$ cat src/tos_regs.svh
// register map, field positions, reset values and codes of the timer option block
`ifndef TOS_REGS_SVH
`define TOS_REGS_SVH

// register indices; byte address is four times the index
`define TOS_OPT0_IDX 32'h0ffff697
`define TOS_OPT1_IDX 32'hfffff698
`define TOS_OPT2_IDX 32'hfffff699
// block control and counter view, byte addresses
`define TOS_CTRL_ADDR 32'h00000100
`define TOS_CNT_ADDR 32'h00000104

// capture_overflow_option fields
`define TOS_OVF_BIT 0
`define TOS_CCS0_BIT 4
`define TOS_CCS1_BIT 5
// encoder_status_flags fields
`define TOS_ESF_BIT 0
`define TOS_EOF_BIT 1
`define TOS_EUF_BIT 2
// reload_pending_status fields
`define TOS_RSF_BIT 0
// control register fields
`define TOS_RUN_BIT 0
`define TOS_HOLD_BIT 1
`define TOS_RLD_BIT 2
`define TOS_MODE_LSB 4

`define TOS_REG_RESET 8'h00
`define TOS_CTRL_RESET 8'h00
`define TOS_RESP_OKAY 2'h0
`define TOS_RESP_SLVERR 2'h2

// operating mode codes
`define TOS_MODE_INTERVAL 4'h0
`define TOS_MODE_EXTEVT 4'h1
`define TOS_MODE_EXTTRIG 4'h2
`define TOS_MODE_ONESHOT 4'h3
`define TOS_MODE_PWM 4'h4
`define TOS_MODE_FREERUN 4'h5
`define TOS_MODE_PULSEW 4'h6
`define TOS_MODE_TRIPWM 4'h7
`define TOS_MODE_ENC_CMP 4'h8
`define TOS_MODE_ENC_CAP 4'h9
`define TOS_MODE_ENC_CC 4'ha
`define TOS_MODE_OFFSET 4'hb

`endif

$ cat src/tos_pkg.sv
// types and mode decoding shared by the timer option block
`default_nettype none
`include "tos_regs.svh"

package tos_pkg;

    typedef struct packed {
        logic awvalid;
        logic [31:0] awaddr;
        logic wvalid;
        logic [31:0] wdata;
        logic [3:0] wstrb;
        logic bready;
        logic arvalid;
        logic [31:0] araddr;
        logic rready;
    } tos_axil_req_s;

    typedef struct packed {
        logic awready;
        logic wready;
        logic bvalid;
        logic [1:0] bresp;
        logic arready;
        logic rvalid;
        logic [31:0] rdata;
        logic [1:0] rresp;
    } tos_axil_rsp_s;

    typedef struct packed {
        logic count_up;
        logic count_down;
        logic match_clear;
        logic ccr_b_write;
        logic reload_done;
    } tos_evt_s;

    typedef enum logic [1:0] {TOS_WR_IDLE = 2'b01, TOS_WR_RESP = 2'b10} tos_wr_e;
    typedef enum logic [1:0] {TOS_RD_IDLE = 2'b01, TOS_RD_DATA = 2'b10} tos_rd_e;

    function automatic logic tos_is_encoder(input logic [3:0] m);
        return m == `TOS_MODE_ENC_CMP || m == `TOS_MODE_ENC_CAP || m == `TOS_MODE_ENC_CC;
    endfunction

    function automatic logic tos_is_ovf_mode(input logic [3:0] m);
        return m == `TOS_MODE_FREERUN || m == `TOS_MODE_PULSEW || m == `TOS_MODE_OFFSET;
    endfunction

    function automatic logic tos_is_reload_mode(input logic [3:0] m);
        return m == `TOS_MODE_EXTTRIG || m == `TOS_MODE_PWM || m == `TOS_MODE_OFFSET;
    endfunction

endpackage : tos_pkg

`default_nettype wire

$ cat src/tos_top.sv
// option and status flag logic of a 16-bit multi-mode timer, AXI4-Lite reachable
//
// Decided for this implementation: the AXI4-Lite interface to the registers.
`default_nettype none
`include "tos_regs.svh"

// How it works
// - b register capture select, free-run only
// - a register capture select, free-run only
// - up wrap in free-run, pulse-width or offset mode sets overflow flag, interrupts
// - writing 0 clears flag and counter
// - no overflow on FFFF compare clear
// - reads keep flag, writing 1 ignored
// - byte and single-bit accesses supported
// - encoder status valid only in encoder modes
// - encoder down wrap sets underflow flag
// - encoder up wrap sets encoder overflow
// - encoder flags cleared by 0 or stop
// - hold keeps encoder flags over stop
// - reads keep encoder flags, 1 ignored
// - direction flag 0 up, 1 down
// - reload status zero outside reload modes
// - b register write sets pending, reload clears
// - all three registers reset to zero
// - hold keeps counter, resumes on enable
module tos_top
    import tos_pkg::*;
#(
    parameter int CNT_W = 16
)
(
    // clock and reset
    input wire logic core_clk,
    input wire logic arst_n,
    // register bus
    input wire tos_axil_req_s axi_req,
    output tos_axil_rsp_s axi_rsp,
    // timer datapath events
    input wire tos_evt_s evt,
    // timer outputs
    output logic overflow_interrupt,
    output logic ccr_a_capture,
    output logic ccr_b_capture,
    output logic [CNT_W-1:0] count_value
);
    if (CNT_W != 16)
    begin : g_chk
        $error("tos_top serves a 16-bit counter only");
    end

    // ****************************************
    // bus state
    // ****************************************
    tos_wr_e wr_st_q;
    tos_rd_e rd_st_q;
    logic aw_got_q;
    logic w_got_q;
    logic [31:0] aw_addr_q;
    logic [31:0] w_data_q;
    logic [3:0] w_strb_q;
    logic awready_q;
    logic wready_q;
    logic bvalid_q;
    logic [1:0] bresp_q;
    logic arready_q;
    logic rvalid_q;
    logic [31:0] rdata_q;
    logic [1:0] rresp_q;
    logic wr_go;
    logic [2:0] aw_hit;

    // ****************************************
    // register state
    // ****************************************
    logic ccs0_q;
    logic ccs1_q;
    logic esf_q;
    logic [7:0] ctrl_q;
    logic int_q;
    logic cap_a_q;
    logic cap_b_q;
    logic [3:0] flag_set;
    logic [3:0] flag_clr;
    logic [3:0] flag_q;
    logic [CNT_W-1:0] cnt;
    logic wrap_up;
    logic wrap_down;

    // flag bank order
    localparam int F_OVF = 0;
    localparam int F_EOF = 1;
    localparam int F_EUF = 2;
    localparam int F_RSF = 3;

    logic run;
    logic hold;
    logic rld;
    logic [3:0] mode;
    logic enc;
    logic ovm;
    logic stop_clr;
    logic wr_opt0;
    logic wr_opt1;
    logic wr_ctrl;
    logic ovf_wclr;
    logic cnt_clr;

    // ****************************************
    // address decode
    // ****************************************
    function automatic logic [2:0] dec(input logic [31:0] a);
        logic [2:0] hit;
        hit = 3'h0;
        hit[0] = a[31:2] == 30'(`TOS_OPT0_IDX);
        hit[1] = a[31:2] == 30'(`TOS_OPT1_IDX);
        hit[2] = a[31:2] == 30'(`TOS_OPT2_IDX);
        return hit;
    endfunction

    function automatic logic mapped(input logic [31:0] a);
        return (|dec(a)) || a[31:2] == 30'(`TOS_CTRL_ADDR >> 2)
            || a[31:2] == 30'(`TOS_CNT_ADDR >> 2);
    endfunction

    assign run = ctrl_q[`TOS_RUN_BIT];
    assign hold = ctrl_q[`TOS_HOLD_BIT];
    assign rld = ctrl_q[`TOS_RLD_BIT];
    assign mode = ctrl_q[`TOS_MODE_LSB +: 4];
    assign enc = tos_is_encoder(mode);
    assign ovm = tos_is_ovf_mode(mode);
    assign stop_clr = !run && !hold;

    // ****************************************
    // write channel
    // ****************************************
    assign aw_hit = dec(aw_addr_q);
    assign wr_go = wr_st_q == TOS_WR_IDLE && aw_got_q && w_got_q;
    // only byte lane 0 carries register bits
    assign wr_opt0 = wr_go && w_strb_q[0] && aw_hit[0];
    assign wr_opt1 = wr_go && w_strb_q[0] && aw_hit[1];
    assign wr_ctrl = wr_go && w_strb_q[0] && aw_addr_q == `TOS_CTRL_ADDR;

    always_ff @(posedge core_clk or negedge arst_n)
    begin
        if (!arst_n)
        begin
            aw_got_q <= 1'b0;
            aw_addr_q <= 32'h0;
            awready_q <= 1'b1;
        end
        else if (axi_req.awvalid && awready_q)
        begin
            aw_got_q <= 1'b1;
            aw_addr_q <= axi_req.awaddr;
            awready_q <= 1'b0;
        end
        else if (bvalid_q && axi_req.bready)
        begin
            aw_got_q <= 1'b0;
            awready_q <= 1'b1;
        end
    end

    always_ff @(posedge core_clk or negedge arst_n)
    begin
        if (!arst_n)
        begin
            w_got_q <= 1'b0;
            w_data_q <= 32'h0;
            w_strb_q <= 4'h0;
            wready_q <= 1'b1;
        end
        else if (axi_req.wvalid && wready_q)
        begin
            w_got_q <= 1'b1;
            w_data_q <= axi_req.wdata;
            w_strb_q <= axi_req.wstrb;
            wready_q <= 1'b0;
        end
        else if (bvalid_q && axi_req.bready)
        begin
            w_got_q <= 1'b0;
            wready_q <= 1'b1;
        end
    end

    always_ff @(posedge core_clk or negedge arst_n)
    begin
        if (!arst_n)
        begin
            wr_st_q <= TOS_WR_IDLE;
            bvalid_q <= 1'b0;
            bresp_q <= `TOS_RESP_OKAY;
        end
        else
        begin
            case (wr_st_q)
                TOS_WR_IDLE:
                begin
                    if (wr_go)
                    begin
                        wr_st_q <= TOS_WR_RESP;
                        bvalid_q <= 1'b1;
                        bresp_q <= mapped(aw_addr_q) ? `TOS_RESP_OKAY : `TOS_RESP_SLVERR;
                    end
                end
                TOS_WR_RESP:
                begin
                    if (axi_req.bready)
                    begin
                        wr_st_q <= TOS_WR_IDLE;
                        bvalid_q <= 1'b0;
                    end
                end
                default:
                begin
                    wr_st_q <= TOS_WR_IDLE;
                    bvalid_q <= 1'b0;
                end
            endcase
        end
    end

    // ****************************************
    // read channel
    // ****************************************
    function automatic logic [31:0] rd_val(input logic [31:0] a);
        logic [31:0] v;
        logic [2:0] h;
        v = 32'h0;
        h = dec(a);
        if (h[0])
        begin
            v[`TOS_OVF_BIT] = flag_q[F_OVF];
            v[`TOS_CCS0_BIT] = ccs0_q;
            v[`TOS_CCS1_BIT] = ccs1_q;
        end
        else if (h[1] && enc)
        begin
            v[`TOS_ESF_BIT] = esf_q;
            v[`TOS_EOF_BIT] = flag_q[F_EOF];
            v[`TOS_EUF_BIT] = flag_q[F_EUF];
        end
        else if (h[2] && tos_is_reload_mode(mode) && rld)
            v[`TOS_RSF_BIT] = flag_q[F_RSF];
        else if (a == `TOS_CTRL_ADDR)
            v[7:0] = ctrl_q;
        else if (a == `TOS_CNT_ADDR)
            v[CNT_W-1:0] = cnt;
        return v;
    endfunction

    always_ff @(posedge core_clk or negedge arst_n)
    begin
        if (!arst_n)
        begin
            rd_st_q <= TOS_RD_IDLE;
            arready_q <= 1'b1;
            rvalid_q <= 1'b0;
            rdata_q <= 32'h0;
            rresp_q <= `TOS_RESP_OKAY;
        end
        else
        begin
            case (rd_st_q)
                TOS_RD_IDLE:
                begin
                    if (axi_req.arvalid)
                    begin
                        // reading has no side effect on any flag
                        rd_st_q <= TOS_RD_DATA;
                        arready_q <= 1'b0;
                        rvalid_q <= 1'b1;
                        rdata_q <= rd_val(axi_req.araddr);
                        rresp_q <= mapped(axi_req.araddr) ? `TOS_RESP_OKAY
                                                           : `TOS_RESP_SLVERR;
                    end
                end
                TOS_RD_DATA:
                begin
                    if (axi_req.rready)
                    begin
                        rd_st_q <= TOS_RD_IDLE;
                        arready_q <= 1'b1;
                        rvalid_q <= 1'b0;
                    end
                end
                default:
                begin
                    rd_st_q <= TOS_RD_IDLE;
                    arready_q <= 1'b1;
                    rvalid_q <= 1'b0;
                end
            endcase
        end
    end

    // ****************************************
    // option and control registers
    // ****************************************
    always_ff @(posedge core_clk or negedge arst_n)
    begin
        if (!arst_n)
        begin
            ccs0_q <= 1'b0;
            ccs1_q <= 1'b0;
        end
        else if (wr_opt0)
        begin
            ccs0_q <= w_data_q[`TOS_CCS0_BIT];
            ccs1_q <= w_data_q[`TOS_CCS1_BIT];
        end
    end

    always_ff @(posedge core_clk or negedge arst_n)
    begin
        if (!arst_n)
            ctrl_q <= `TOS_CTRL_RESET;
        else if (wr_ctrl)
            ctrl_q <= w_data_q[7:0];
    end

    // select bits only steer the datapath in free-running mode
    always_ff @(posedge core_clk or negedge arst_n)
    begin
        if (!arst_n)
        begin
            cap_a_q <= 1'b0;
            cap_b_q <= 1'b0;
        end
        else
        begin
            cap_a_q <= ccs0_q && mode == `TOS_MODE_FREERUN;
            cap_b_q <= ccs1_q && mode == `TOS_MODE_FREERUN;
        end
    end

    // ****************************************
    // counter and status flags
    // ****************************************
    // a 1 written to a flag is simply not a clear
    assign ovf_wclr = wr_opt0 && !w_data_q[`TOS_OVF_BIT];
    // with hold on, a stop leaves the count where it was
    assign cnt_clr = ovf_wclr || stop_clr;

    tos_counter #(
        .CNT_W(CNT_W)
    ) u_counter (
        .core_clk(core_clk),
        .arst_n(arst_n),
        .clr(cnt_clr),
        .run(run),
        .up(evt.count_up),
        .down(evt.count_down),
        .match_clr(evt.match_clear),
        .cnt_q(cnt),
        .wrap_up(wrap_up),
        .wrap_down(wrap_down)
    );

    always_comb
    begin
        flag_set = 4'h0;
        flag_clr = 4'h0;
        flag_set[F_OVF] = wrap_up && ovm;
        flag_clr[F_OVF] = ovf_wclr;
        // encoder wraps leave the general flag alone
        flag_set[F_EOF] = wrap_up && enc;
        flag_set[F_EUF] = wrap_down && enc;
        flag_clr[F_EOF] = (wr_opt1 && !w_data_q[`TOS_EOF_BIT]) || stop_clr;
        flag_clr[F_EUF] = (wr_opt1 && !w_data_q[`TOS_EUF_BIT]) || stop_clr;
        flag_set[F_RSF] = evt.ccr_b_write;
        flag_clr[F_RSF] = evt.reload_done;
    end

    tos_flag #(
        .N(4)
    ) u_flags (
        .core_clk(core_clk),
        .arst_n(arst_n),
        .set(flag_set),
        .clr(flag_clr),
        .flag_q(flag_q)
    );

    // direction is hardware-owned; writes to the status register do not touch it, but a stop without hold clears it
    always_ff @(posedge core_clk or negedge arst_n)
    begin
        if (!arst_n)
            esf_q <= 1'b0;
        else if (stop_clr)
            esf_q <= 1'b0;
        else if (run && enc && evt.count_up)
            esf_q <= 1'b0;
        else if (run && enc && evt.count_down)
            esf_q <= 1'b1;
    end

    // interrupt pulse lands on the edge that sets the flag
    always_ff @(posedge core_clk or negedge arst_n)
    begin
        if (!arst_n)
            int_q <= 1'b0;
        else
            int_q <= (wrap_up && (ovm || enc))
                || (wrap_down && (enc || mode == `TOS_MODE_TRIPWM));
    end

    // ****************************************
    // outputs
    // ****************************************
    assign axi_rsp.awready = awready_q;
    assign axi_rsp.wready = wready_q;
    assign axi_rsp.bvalid = bvalid_q;
    assign axi_rsp.bresp = bresp_q;
    assign axi_rsp.arready = arready_q;
    assign axi_rsp.rvalid = rvalid_q;
    assign axi_rsp.rdata = rdata_q;
    assign axi_rsp.rresp = rresp_q;
    assign overflow_interrupt = int_q;
    assign ccr_a_capture = cap_a_q;
    assign ccr_b_capture = cap_b_q;
    assign count_value = cnt;

endmodule // tos_top

`default_nettype wire

$ cat src/tos_flag.sv
// bank of hardware-set, software-cleared status flags
`default_nettype none

module tos_flag
    import tos_pkg::*;
#(
    parameter int N = 4
)
(
    // clock and reset
    input wire logic core_clk,
    input wire logic arst_n,
    // set and clear requests
    input wire logic [N-1:0] set,
    input wire logic [N-1:0] clr,
    // flag state
    output logic [N-1:0] flag_q
);
    if (N < 1)
    begin : g_chk
        $error("tos_flag needs at least one flag");
    end

    for (genvar i = 0; i < N; i++)
    begin : g_flag
        // set wins so an event in the clearing cycle is not lost
        always_ff @(posedge core_clk or negedge arst_n)
        begin
            if (!arst_n)
                flag_q[i] <= 1'b0;
            else if (set[i])
                flag_q[i] <= 1'b1;
            else if (clr[i])
                flag_q[i] <= 1'b0;
        end
    end

endmodule // tos_flag

`default_nettype wire

$ cat src/tos_counter.sv
// up/down counter with wrap events for the timer option block
`default_nettype none

module tos_counter
    import tos_pkg::*;
#(
    parameter int CNT_W = 16
)
(
    // clock and reset
    input wire logic core_clk,
    input wire logic arst_n,
    // control
    input wire logic clr,
    input wire logic run,
    input wire logic up,
    input wire logic down,
    input wire logic match_clr,
    // state and wrap events
    output logic [CNT_W-1:0] cnt_q,
    output logic wrap_up,
    output logic wrap_down
);
    if (CNT_W < 2 || CNT_W > 32)
    begin : g_chk
        $error("tos_counter width out of range");
    end

    localparam logic [CNT_W-1:0] CMAX = '1;
    logic live;

    assign live = run && !clr && !match_clr;
    // a compare-match clear at the top value is not a wrap
    assign wrap_up = live && up && cnt_q == CMAX;
    assign wrap_down = live && !up && down && cnt_q == '0;

    always_ff @(posedge core_clk or negedge arst_n)
    begin
        if (!arst_n)
            cnt_q <= '0;
        else if (clr || (run && match_clr))
            cnt_q <= '0;
        else if (run && up)
            cnt_q <= cnt_q + 1'b1;
        else if (run && down)
            cnt_q <= cnt_q - 1'b1;
    end

endmodule // tos_counter

`default_nettype wire

$ cat config.mk
export PLATFORM = sky130hd
export DESIGN_NAME = tos_top
export DESIGN_NICKNAME = d
export VERILOG_FILES = /design/src/tos_pkg.sv /design/src/tos_top.sv /design/src/tos_flag.sv /design/src/tos_counter.sv
export VERILOG_INCLUDE_DIRS = /design/src /design/src/src
export SDC_FILE = /design/constraint.sdc
export NUM_CORES = 1
export LEC_CHECK = 0
export BUFFER_PORTS_ARGS = -buffer_cell sky130_fd_sc_hd__buf_2
export CAP_MARGIN = 20
export CORE_UTILIZATION = 55
export CTS_CLUSTER_DIAMETER = 30
export DETAILED_ROUTE_END_ITERATION = 10
export PLACE_DENSITY_LB_ADDON = 0.1
export SYNTH_ARGS = -nofsm -noshare
export SYNTH_HDL_FRONTEND = slang
export SYNTH_SLANG_ARGS = --single-unit
$ cat constraint.sdc
create_clock -name core_clk -period 5.8 [get_ports core_clk]
set_clock_uncertainty 0.05 [all_clocks]
set_input_delay 0.58 -clock core_clk [delete_from_list [all_inputs] [get_ports core_clk]]
set_output_delay 0.58 -clock core_clk [all_outputs]
set_load 0.02 [all_outputs]
# Word level (Yosys, flattened, before mapping)
# Index checks and enable logic that the tools add are counted.
[word_totals] latchBits=0 wordCells=190 in_bits=112 mem_count=0 romBits=0 reg_bits=106 ramBits=0
[op_classes] muxes=54 add_sub_neg=2 n_div=0 n_eq_ne=31 n_mul=0 shift=0 order_cmp=0 n_reduce_logical=76 n_bitwise=0
[ops] cell="16-bit two-way mux" n=10
[ops] cell="30-bit == test, second input constant" n=4
[ops] cell="30-bit by 7-bit == test with 1-bit output, second input constant" n=4
[ops] cell="32-bit by 9-bit == test with 1-bit output, second input constant" n=3
[ops] cell="30-bit by 28-bit == test with 1-bit output, second input constant" n=2
[ops] cell="1-bit logical AND" n=36
[ops] cell="1-bit two-way mux" n=25
[ops] cell="1-bit logical OR" n=17
[ops] cell="16-bit by 1-bit adder with 16-bit output, second input constant" n=1
[ops] cell="16-bit == test, second input constant" n=1
[ops] cell="4-bit by 3-bit == test with 1-bit output, second input constant" n=4
[ops] cell="4-bit == test, second input constant" n=4
[ops] cell="16-bit zero test" n=1
[ops] cell="8-bit two-way mux" n=2
[ops] cell="16-bit by 1-bit subtractor with 16-bit output, second input constant" n=1
[ops] cell="15-bit two-way mux" n=1
[ops] cell="2-bit two-way mux" n=7
[ops] cell="13-bit two-way mux" n=1
[ops] cell="2-bit nonzero test" n=6
[ops] cell="10-bit two-way mux" n=1
[ops] cell="1-bit zero test" n=8
[ops] cell="2-bit inequality test, second input constant" n=4
[ops] cell="2-bit one-hot mux with 2 select lines" n=2
[ops] cell="2-bit AND reduction" n=4
[ops] cell="other kinds (7)" n=14

# Longest topological paths before layout
# Gate-level depths: netlist of the first run.
[logic_depth] ltp_word=15 depth_mapped=9 depth_no_buf=9

# Hierarchy
# A second synthesis of the first run with hierarchy kept.
[hier_totals] hier_cells=502 hier_area_um2=5403.9
[by_module_without_submodules] mod="tos_top" area_each_um2=3852.4 cells_per_inst=322 n_inst=1
[by_module_without_submodules] mod="tos_counter" area_each_um2=1406.3 cells_per_inst=168 n_inst=1
[by_module_without_submodules] mod="tos_flag" area_each_um2=145.1 cells_per_inst=12 n_inst=1

# Least setup slack after synthesis of the first run
# No wires, ideal clock.
[synth_timing] kind="in2reg" from="in evt[4] (netlist name)" to="reg u_counter.cnt_q[15]" setup_slack_ns=2.991 n_path_buf=0 required_time_ns=5.663 arrival_ns=2.672 setup_ns=0.087 path_stages=8 path_cell_list="nand2_1 ha_1 and3_1 nor2b_1 a311oi_1 o21ai_0 a2111o_1 o211ai_1"
[synth_between] elab_chain_cells=3 word_cells_on_any_way=4 classes_between="mux: 2; reduce/logical: 2"
[synth_lines] item="start: declaration" line="tos_top.sv:39" text="input wire tos_evt_s evt,"
[synth_lines] item="1-bit logical AND *" line="tos_counter.sv:43" text="else if (run && up)"
[synth_lines] item="16-bit two-way mux" line="tos_counter.sv:43"
[synth_lines] item="16-bit two-way mux" line="tos_counter.sv:41" text="else if (clr || (run && match_clr))"
[synth_lines] item="end signal: assignment" line="tos_counter.sv:44" text="cnt_q <= cnt_q + 1'b1;"
[synth_lines] item="end signal: assignment" line="tos_counter.sv:46" text="cnt_q <= cnt_q - 1'b1;"
[synth_lines] item="end: declaration" line="tos_counter.sv:20" text="output logic [CNT_W-1:0] cnt_q,"
# Mark *: on every way between the ends. The rest lies on a longest branch, timed or not.
# A chain may end at the register's enable or synchronous reset.

# Worst setup path in the final report of the first run
[layout_timing] from="reg ctrl_q[0]" to="reg u_counter.cnt_q[15]"
[layout_between] elab_chain_cells=5 word_cells_on_any_way=10 classes_between="mux: 2; reduce/logical: 8"
[layout_lines] item="start: declaration" line="tos_top.sv:78" text="logic [7:0] ctrl_q;"
[layout_lines] item="start signal: assignment" line="tos_top.sv:318" text="ctrl_q <= `TOS_CTRL_RESET;"
[layout_lines] item="start signal: assignment" line="tos_top.sv:320" text="ctrl_q <= w_data_q[7:0];"
[layout_lines] item="1-bit zero test" line="tos_top.sv:131" text="assign stop_clr = !run && !hold;"
[layout_lines] item="1-bit logical AND" line="tos_top.sv:131"
[layout_lines] item="1-bit logical OR" line="tos_top.sv:344" text="assign cnt_clr = ovf_wclr || stop_clr;"
[layout_lines] item="1-bit logical OR" line="tos_counter.sv:41"
[layout_lines] item="3-bit nonzero test (no source line) / 16-bit two-way mux (equally long branches)"
# Parallel ways exist; a longest one is shown, timed or not.

==> metrics.txt, run 1 <==
Initial Utilization 0.576; met1 Use GR 0.312; First DRT Iteration DRCs ~200; layout net count about 760; outcome finished clean; max-cap viol count 0; DRT Pass-1 Iters 5; WS Path Type reg2reg; Num CTS Buffers 9; asr flop ratio synth 1.00; wire per inst 16.3 um; Lkg Pwr about 3.1 nW; Pwr Total 1.96 mW; Hold WC Path Type in2async; number of synthesized flops with an enable pin 0; critical path arrival 3580 ps; CP endpoint kind flop; Placed Cells 747; GRT Total Usage 0.251; Yosys reg bits ~100; Post-Layout Cell Count 764; global-route wire length before repair ~20 mm; PwrDens approximately 310 mW/mm^2; max frequency 298 MHz; Critical Path Stages 8; Clk Latency, worst-skew pair 360 ps; Worst Path Required a little over 6000 ps; CP max stage cell a311oi_1; CP max stage delay 590 ps; Antenna diodes 0; count of cell types in the netlist 65; Post-CTS Resized 0; H-tree Lvls 3; CTS Sinks 101; DIE AREA 0.0102 mm^2; clk root buf clkbuf_8; setup TNS 0 ps; Final Hold Viols 0; CTS tree built; antenna violations before repair 0; Post-DP HPWL 9.41 mm; headroom to the max-slew limit 0.413; GRT busiest layer met2; GRT met2 Usage 0.431; Vias per Instance 5.77; routed wire length 12.5 mm; Tmin final between 3000 and 4000 ps; fin crit share 0.578; Syn. warnings 0; Post-Syn Area 0.00540 mm^2; CP delay by family, top compound AO/OA/AOI/OAI gates; Placer Congestion about 0.94; Syn-to-layout area delta 16.2%; actual slew at the worst max-slew pin approximately 900 ps; unrepaired setup endpoints after global routing false; Die X 101 um; Post-Synthesis Cells 508; CP bufs+invs 0; CTS clk-pin slew, worst paths 90 ps; crit path max fanout 19; core area 0.00937 mm^2; Top FF cell, synth dfrtp_1; Worst Setup Start Kind flop; fin area ~0.0063 mm^2; Port Buffers 126; largest net degree at the start of global routing 74; row count 35; Fill cells 768; IO Pins 172; share of cells above drive strength 1 0.324; cts hold-fix bufs 0; Reg2Reg Depth 8; vias in the first global route between 4k and 5k; # setup viols final 0; grt ovf 0; Final Max Slew Viols 0; Max VDD drop 0.234 mV; Post-CTS Setup Inserts 0; Antenna Nets Post-Route 0; vias post-DR ~4.4k; worst-path cell chain nand2_1, ha_1, a211oi_1, nor2_1, a311oi_1, o21ai_0, a2111o_1, o211ai_1; Util after Layout 0.669; clk buf depth 2; DR DRC count 0; syn_area_per_cell 10.6 um^2; M3 GR Usage 0.0472; Area after DPL 0.00605 mm^2; Die H 101 um; Seq/Total Area, Yosys 0.469
## logic make-up after synthesis
logic type / after synthesis / synth area share
buffers and inverters: 48 / 0.0508
adders and majority gates: 15 / 0.0362
muxes: 57 / 0.118
xor gates and xnor gates: 11 / 0.0179
DFF: 101 / 0.469
AOI/OAI and AO/OA: 106 / 0.132
other: 1 / 0.000695
and+or+nand+nor: 169 / 0.175
## placed cells by master, fill, tap and decap left out, drive strengths merged, types with 3 or more instances in the layout
master / synthesis / final
a211oi: 3 / 3
a21o: 5 / 5
a21oi: 20 / 20
a221oi: 4 / 4
a22o: 13 / 13
a31oi: 3 / 3
and3: 8 / 8
and4b: 4 / 4
buf: 31 / 129
clkbuf: 4 / 11
conb: 1 / 18
dfrtp: 97 / 97
dfstp: 4 / 4
ha: 14 / 14
inv: 13 / 13
mux2: 52 / 52
mux2i: 5 / 5
nand2: 42 / 42
nand2b: 3 / 3
nand3: 13 / 13
nand4: 16 / 16
nand4b: 3 / 3
nor2: 32 / 32
nor2b: 7 / 7
nor3: 10 / 10
nor4: 12 / 12
nor4b: 3 / 3
o21a: 6 / 6
o21ai: 29 / 29
o31ai: 5 / 5
or3: 3 / 3
or4: 4 / 4
xnor2: 8 / 8
xor2: 3 / 3
## cell type report
type,count,area (um^2),area share
clock inverters,5,85.1,0.0136
multi-input cells,376,2660,0.423
repair buffers,129,656,0.105
inverters,13,48.8,0.00778
clock buffers,11,131,0.0210
flip-flops and latches,101,2530,0.404
well taps,129,161,0.0257
## synthesized netlist by cell type (4+ instances only)
library cell / number / share of area
dfrtp_1: 97 / 0.45
mux2_2: 52 / 0.11
nand2_1: 42 / 0.029
nor2_1: 32 / 0.022
buf_4: 24 / 0.033
a21oi_1: 20 / 0.019
o21ai_0: 19 / 0.018
nand4_1: 15 / 0.017
ha_1: 14 / 0.032
a22o_1: 13 / 0.021
inv_1: 13 / 0.0090
nand3_1: 13 / 0.012
nor4_1: 10 / 0.012
o21ai_1: 10 / 0.0093
nor3_1: 9 / 0.0083
and3_1: 8 / 0.0093
xnor2_1: 8 / 0.013
nor2b_1: 7 / 0.0081
o21a_1: 6 / 0.0083
a21o_1: 5 / 0.0070
mux2i_1: 5 / 0.0093
o31ai_1: 5 / 0.0070
a221oi_1: 4 / 0.0065
and4b_1: 4 / 0.0074
buf_1: 4 / 0.0028
clkbuf_1: 4 / 0.0028
dfstp_2: 4 / 0.019
or4_1: 4 / 0.0056
## state kept, by name (all words and copies together), names as in the netlist
name,count
w_strb_q,1
ctrl_q,8
aw_addr_q,32
ccr_b_capture,1
ccs0_q,1
ccr_a_capture,1
aw_got_q,1
wready_q,1
rresp_q,1
rd_st_q,2
ccs1_q,1
u_counter.cnt_q,16
bresp_q,1
u_flags.flag_q,4
w_data_q,8
w_got_q,1
wr_st_q,2
overflow_interrupt,1
awready_q,1
esf_q,1
rdata_q,16
## metrics by stage
stage               hold slack, ps  setup WS [ps]
global route                  88.0           2250
global placement               413           2380
finish                        74.2           2450
floorplan                      234           2990
CTS                           79.3           2480
detailed placement             434           2330
## where the power goes
group / switching (mW) / leakage (nW) / internal (mW)
combinational: 0.210 / 1.68 / 0.226
sequential: 0.139 / 1.28 / 0.902
clock: 0.240 / 0.104 / 0.245
## final timing paths
path,slack [ps],to,from
max,2450,u_counter.cnt_q[15]$_DFFE_PN0P_,ctrl_q[0]$_DFFE_PN0P_
min,70,u_counter.cnt_q[13]$_DFFE_PN0P_,arst_n
max reg2reg,2450,u_counter.cnt_q[15]$_DFFE_PN0P_,ctrl_q[0]$_DFFE_PN0P_
min reg2reg,450,awready_q$_DFFE_PN1P_,awready_q$_DFFE_PN1P_
max in group asynchronous,4410,u_flags.flag_q[0]$_DFFE_PN0P_,arst_n
min in group core_clk,320,awready_q$_DFFE_PN1P_,axi_req[104]
## metal layers
metal,vias up,share of wire
met5,-,0
met2,191,0.48
li1,2104,-
met4,0,0.018
met1,2090,0.43
met3,27,0.073
Note: power is estimated with default switching activity, not from simulation.
==> run 2, diff against run 1 <==
CORE_UTILIZATION = 47   (was 55)
clock period = 2.87 ns   (was 5.8 ns; I/O delays follow)
==> run 2 against run 1 <==
Net effect:
- fmax increased by 28%
- global-route usage decreased by 1.9 points
- count of clock-buffer cells in the layout unchanged
- critical path type unchanged
- critical endpoint unchanged
- largest power group unchanged
==> metrics.txt, run 2 (same netlist as run 1, synthesis figures left out) <==
H-tree Lvls 3; Post-CTS Setup Inserts 0; DIE AREA 0.0119 mm^2; worst hold slack about 36 ps; Logic pwr share 0.212; PwrDens roughly 650 mW/mm^2; share of cells above drive strength 1 0.338; internal power consumption 2.93 mW; fin crit share 0.909; GRT Total Usage 0.231; Pwr Total 4.20 mW; Post-Layout Cell Count 787; CTS clk-pin slew, worst paths ~70 ps; Util after Layout 0.587; clk buf depth 2; CP endpoint kind flop; GRT met2 Usage 0.404; Hold WC Path Type in2reg; Num CTS Buffers 9; Worst Setup Start Kind flop; First DRT Iteration DRCs roughly 240; cts hold-fix bufs 1; IO Pins 172; CTS tree built; Worst Path Required approximately 3000 ps; CTS Sinks 101; routed wire length around 13 mm; Lkg Pwr 3.17 nW; vias post-DR 4425; core area 0.0110 mm^2; Initial Utilization 0.489; grt ovf 0; Tmin final between 2000 and 3000 ps; antenna violations before repair 0; Antenna Nets Post-Route 0; critical path arrival 2830 ps; M3 GR Usage 0.0436; Antenna diodes 0; vias in the first global route 4325; GRT busiest layer met2; actual slew at the worst max-slew pin 820 ps; # setup viols final 0; Final Hold Viols 0; Clk Latency, worst-skew pair between 300 and 400 ps; headroom to the max-slew limit 0.452; most common cell after layout, fill and taps aside buf_2; biggest regs aw_addr_q: 32 flops, rdata_q: 16 flops, u_counter.cnt_q: 16 flops; largest net degree at the start of global routing 38; outcome finished clean; crit path max fanout 11; Post-CTS Resized 0; DR DRC count 0; layout net count around 770; unrepaired setup endpoints after global routing false; Max VDD drop approximately 0.48 mV; WS Path Type reg2reg; Syn-to-layout area delta 19.9%; DRT Pass-1 Iters 4; wire per inst 16.6 um; max frequency roughly 380 MHz; commonest non-fill, non-tap cells in the layout 125 x buf_2, 97 x dfrtp_1, 52 x mux2_2, 42 x nand2_1, 32 x nor2_1; global-route wire length before repair around 21 mm; Placed Cells 770; setup TNS 0 ps; clk root buf clkbuf_16; Vias per Instance roughly 5.6; Final Max Slew Viols 0; max-cap viol count 0; register bank with the most flops aw_addr_q; Psw 1.27 mW; Port Buffers 126; clock share of power 0.287; Placer Congestion 0.845; share of power burned in registers 0.501; max reg flops 32; Die X 109 um; Post-DP HPWL 9.98 mm; row count 38; Sw Ratio 0.302; Die H 109 um; met1 Use GR 0.281
==> run 2: changes by cell type in the layout (fill, tap and decap cells not counted) <==
cell           change
bufinv_16          -2
buf_4              +9
clkinvlp_4         +1
clkbuf_8           -7
clkbuf_1           -2
inv_8              +1
buf_12             +1
buf_6              +1
clkbuf_16          +9
dlygate4sd3_1      +1
==> run 2: final cells by class <==
cell class | count | area [um^2]
Sequential cell | 101 | 2530
Fill cell | 985 | 4560
Clock buffer | 11 | 253
Tap cell | 140 | 175
Inverter | 13 | 48.8
Timing Repair Buffer | 141 | 764
Multi-Input combinational cell | 376 | 2660
Clock inverter | 5 | 43.8
==> run 2: worst max-delay path, cell delays in order, from the launching register on <==
cell and delay (ps):
dfrtp_1 390, nand2_1 280, buf_4 260, ha_1 310
o21a_1 230, o2111ai_1 210, o221a_2 220, o21ai_0 100
a2111o_1 400, o211ai_1 80
==> run 2: final timing paths <==
path / start / endpoint / slack [ps] / depth (start not counted)
setup / recovery: ctrl_q[0]$_DFFE_PN0P_ / u_counter.cnt_q[15]$_DFFE_PN0P_ / 260 / 9
hold / removal: axi_req[104] / awready_q$_DFFE_PN1P_ / 40 / 2
setup reg to reg: ctrl_q[0]$_DFFE_PN0P_ / u_counter.cnt_q[15]$_DFFE_PN0P_ / 260 / 9
hold reg to reg: awready_q$_DFFE_PN1P_ / awready_q$_DFFE_PN1P_ / 440 / 1
max in group asynchronous: arst_n / awready_q$_DFFE_PN1P_ / 1690 / 3
min in group asynchronous: arst_n / u_counter.cnt_q[13]$_DFFE_PN0P_ / 390 / 2
==> run 2: power groups by stage <==
stage	registers, mW	logic, mW	clock network, mW
6_report	2.10	0.891	1.21
5_1_grt	2.16	0.991	1.29
4_1_cts	2.10	0.906	1.24
3_5_place_dp	2.13	0.899	0
3_3_place_gp	2.11	0.868	0
2_1_floorplan	2.11	0.637	0
==> run 2: layer usage <==
| layer | vias to the layer above | part of all wire |
|---|---|---|
| met5 | - | 0 |
| met4 | 0 | 0.015 |
| met3 | 17 | 0.063 |
| met2 | 158 | 0.49 |
| met1 | 2117 | 0.43 |
| li1 | 2133 | - |
==> run 2: through the flow <==
step	area, um^2	setup slack (ps)
2_1_floorplan	5460	188
3_3_place_gp	6150	224
3_5_place_dp	6170	183
4_1_cts	6470	258
5_1_grt	6470	124
6_report	6470	260
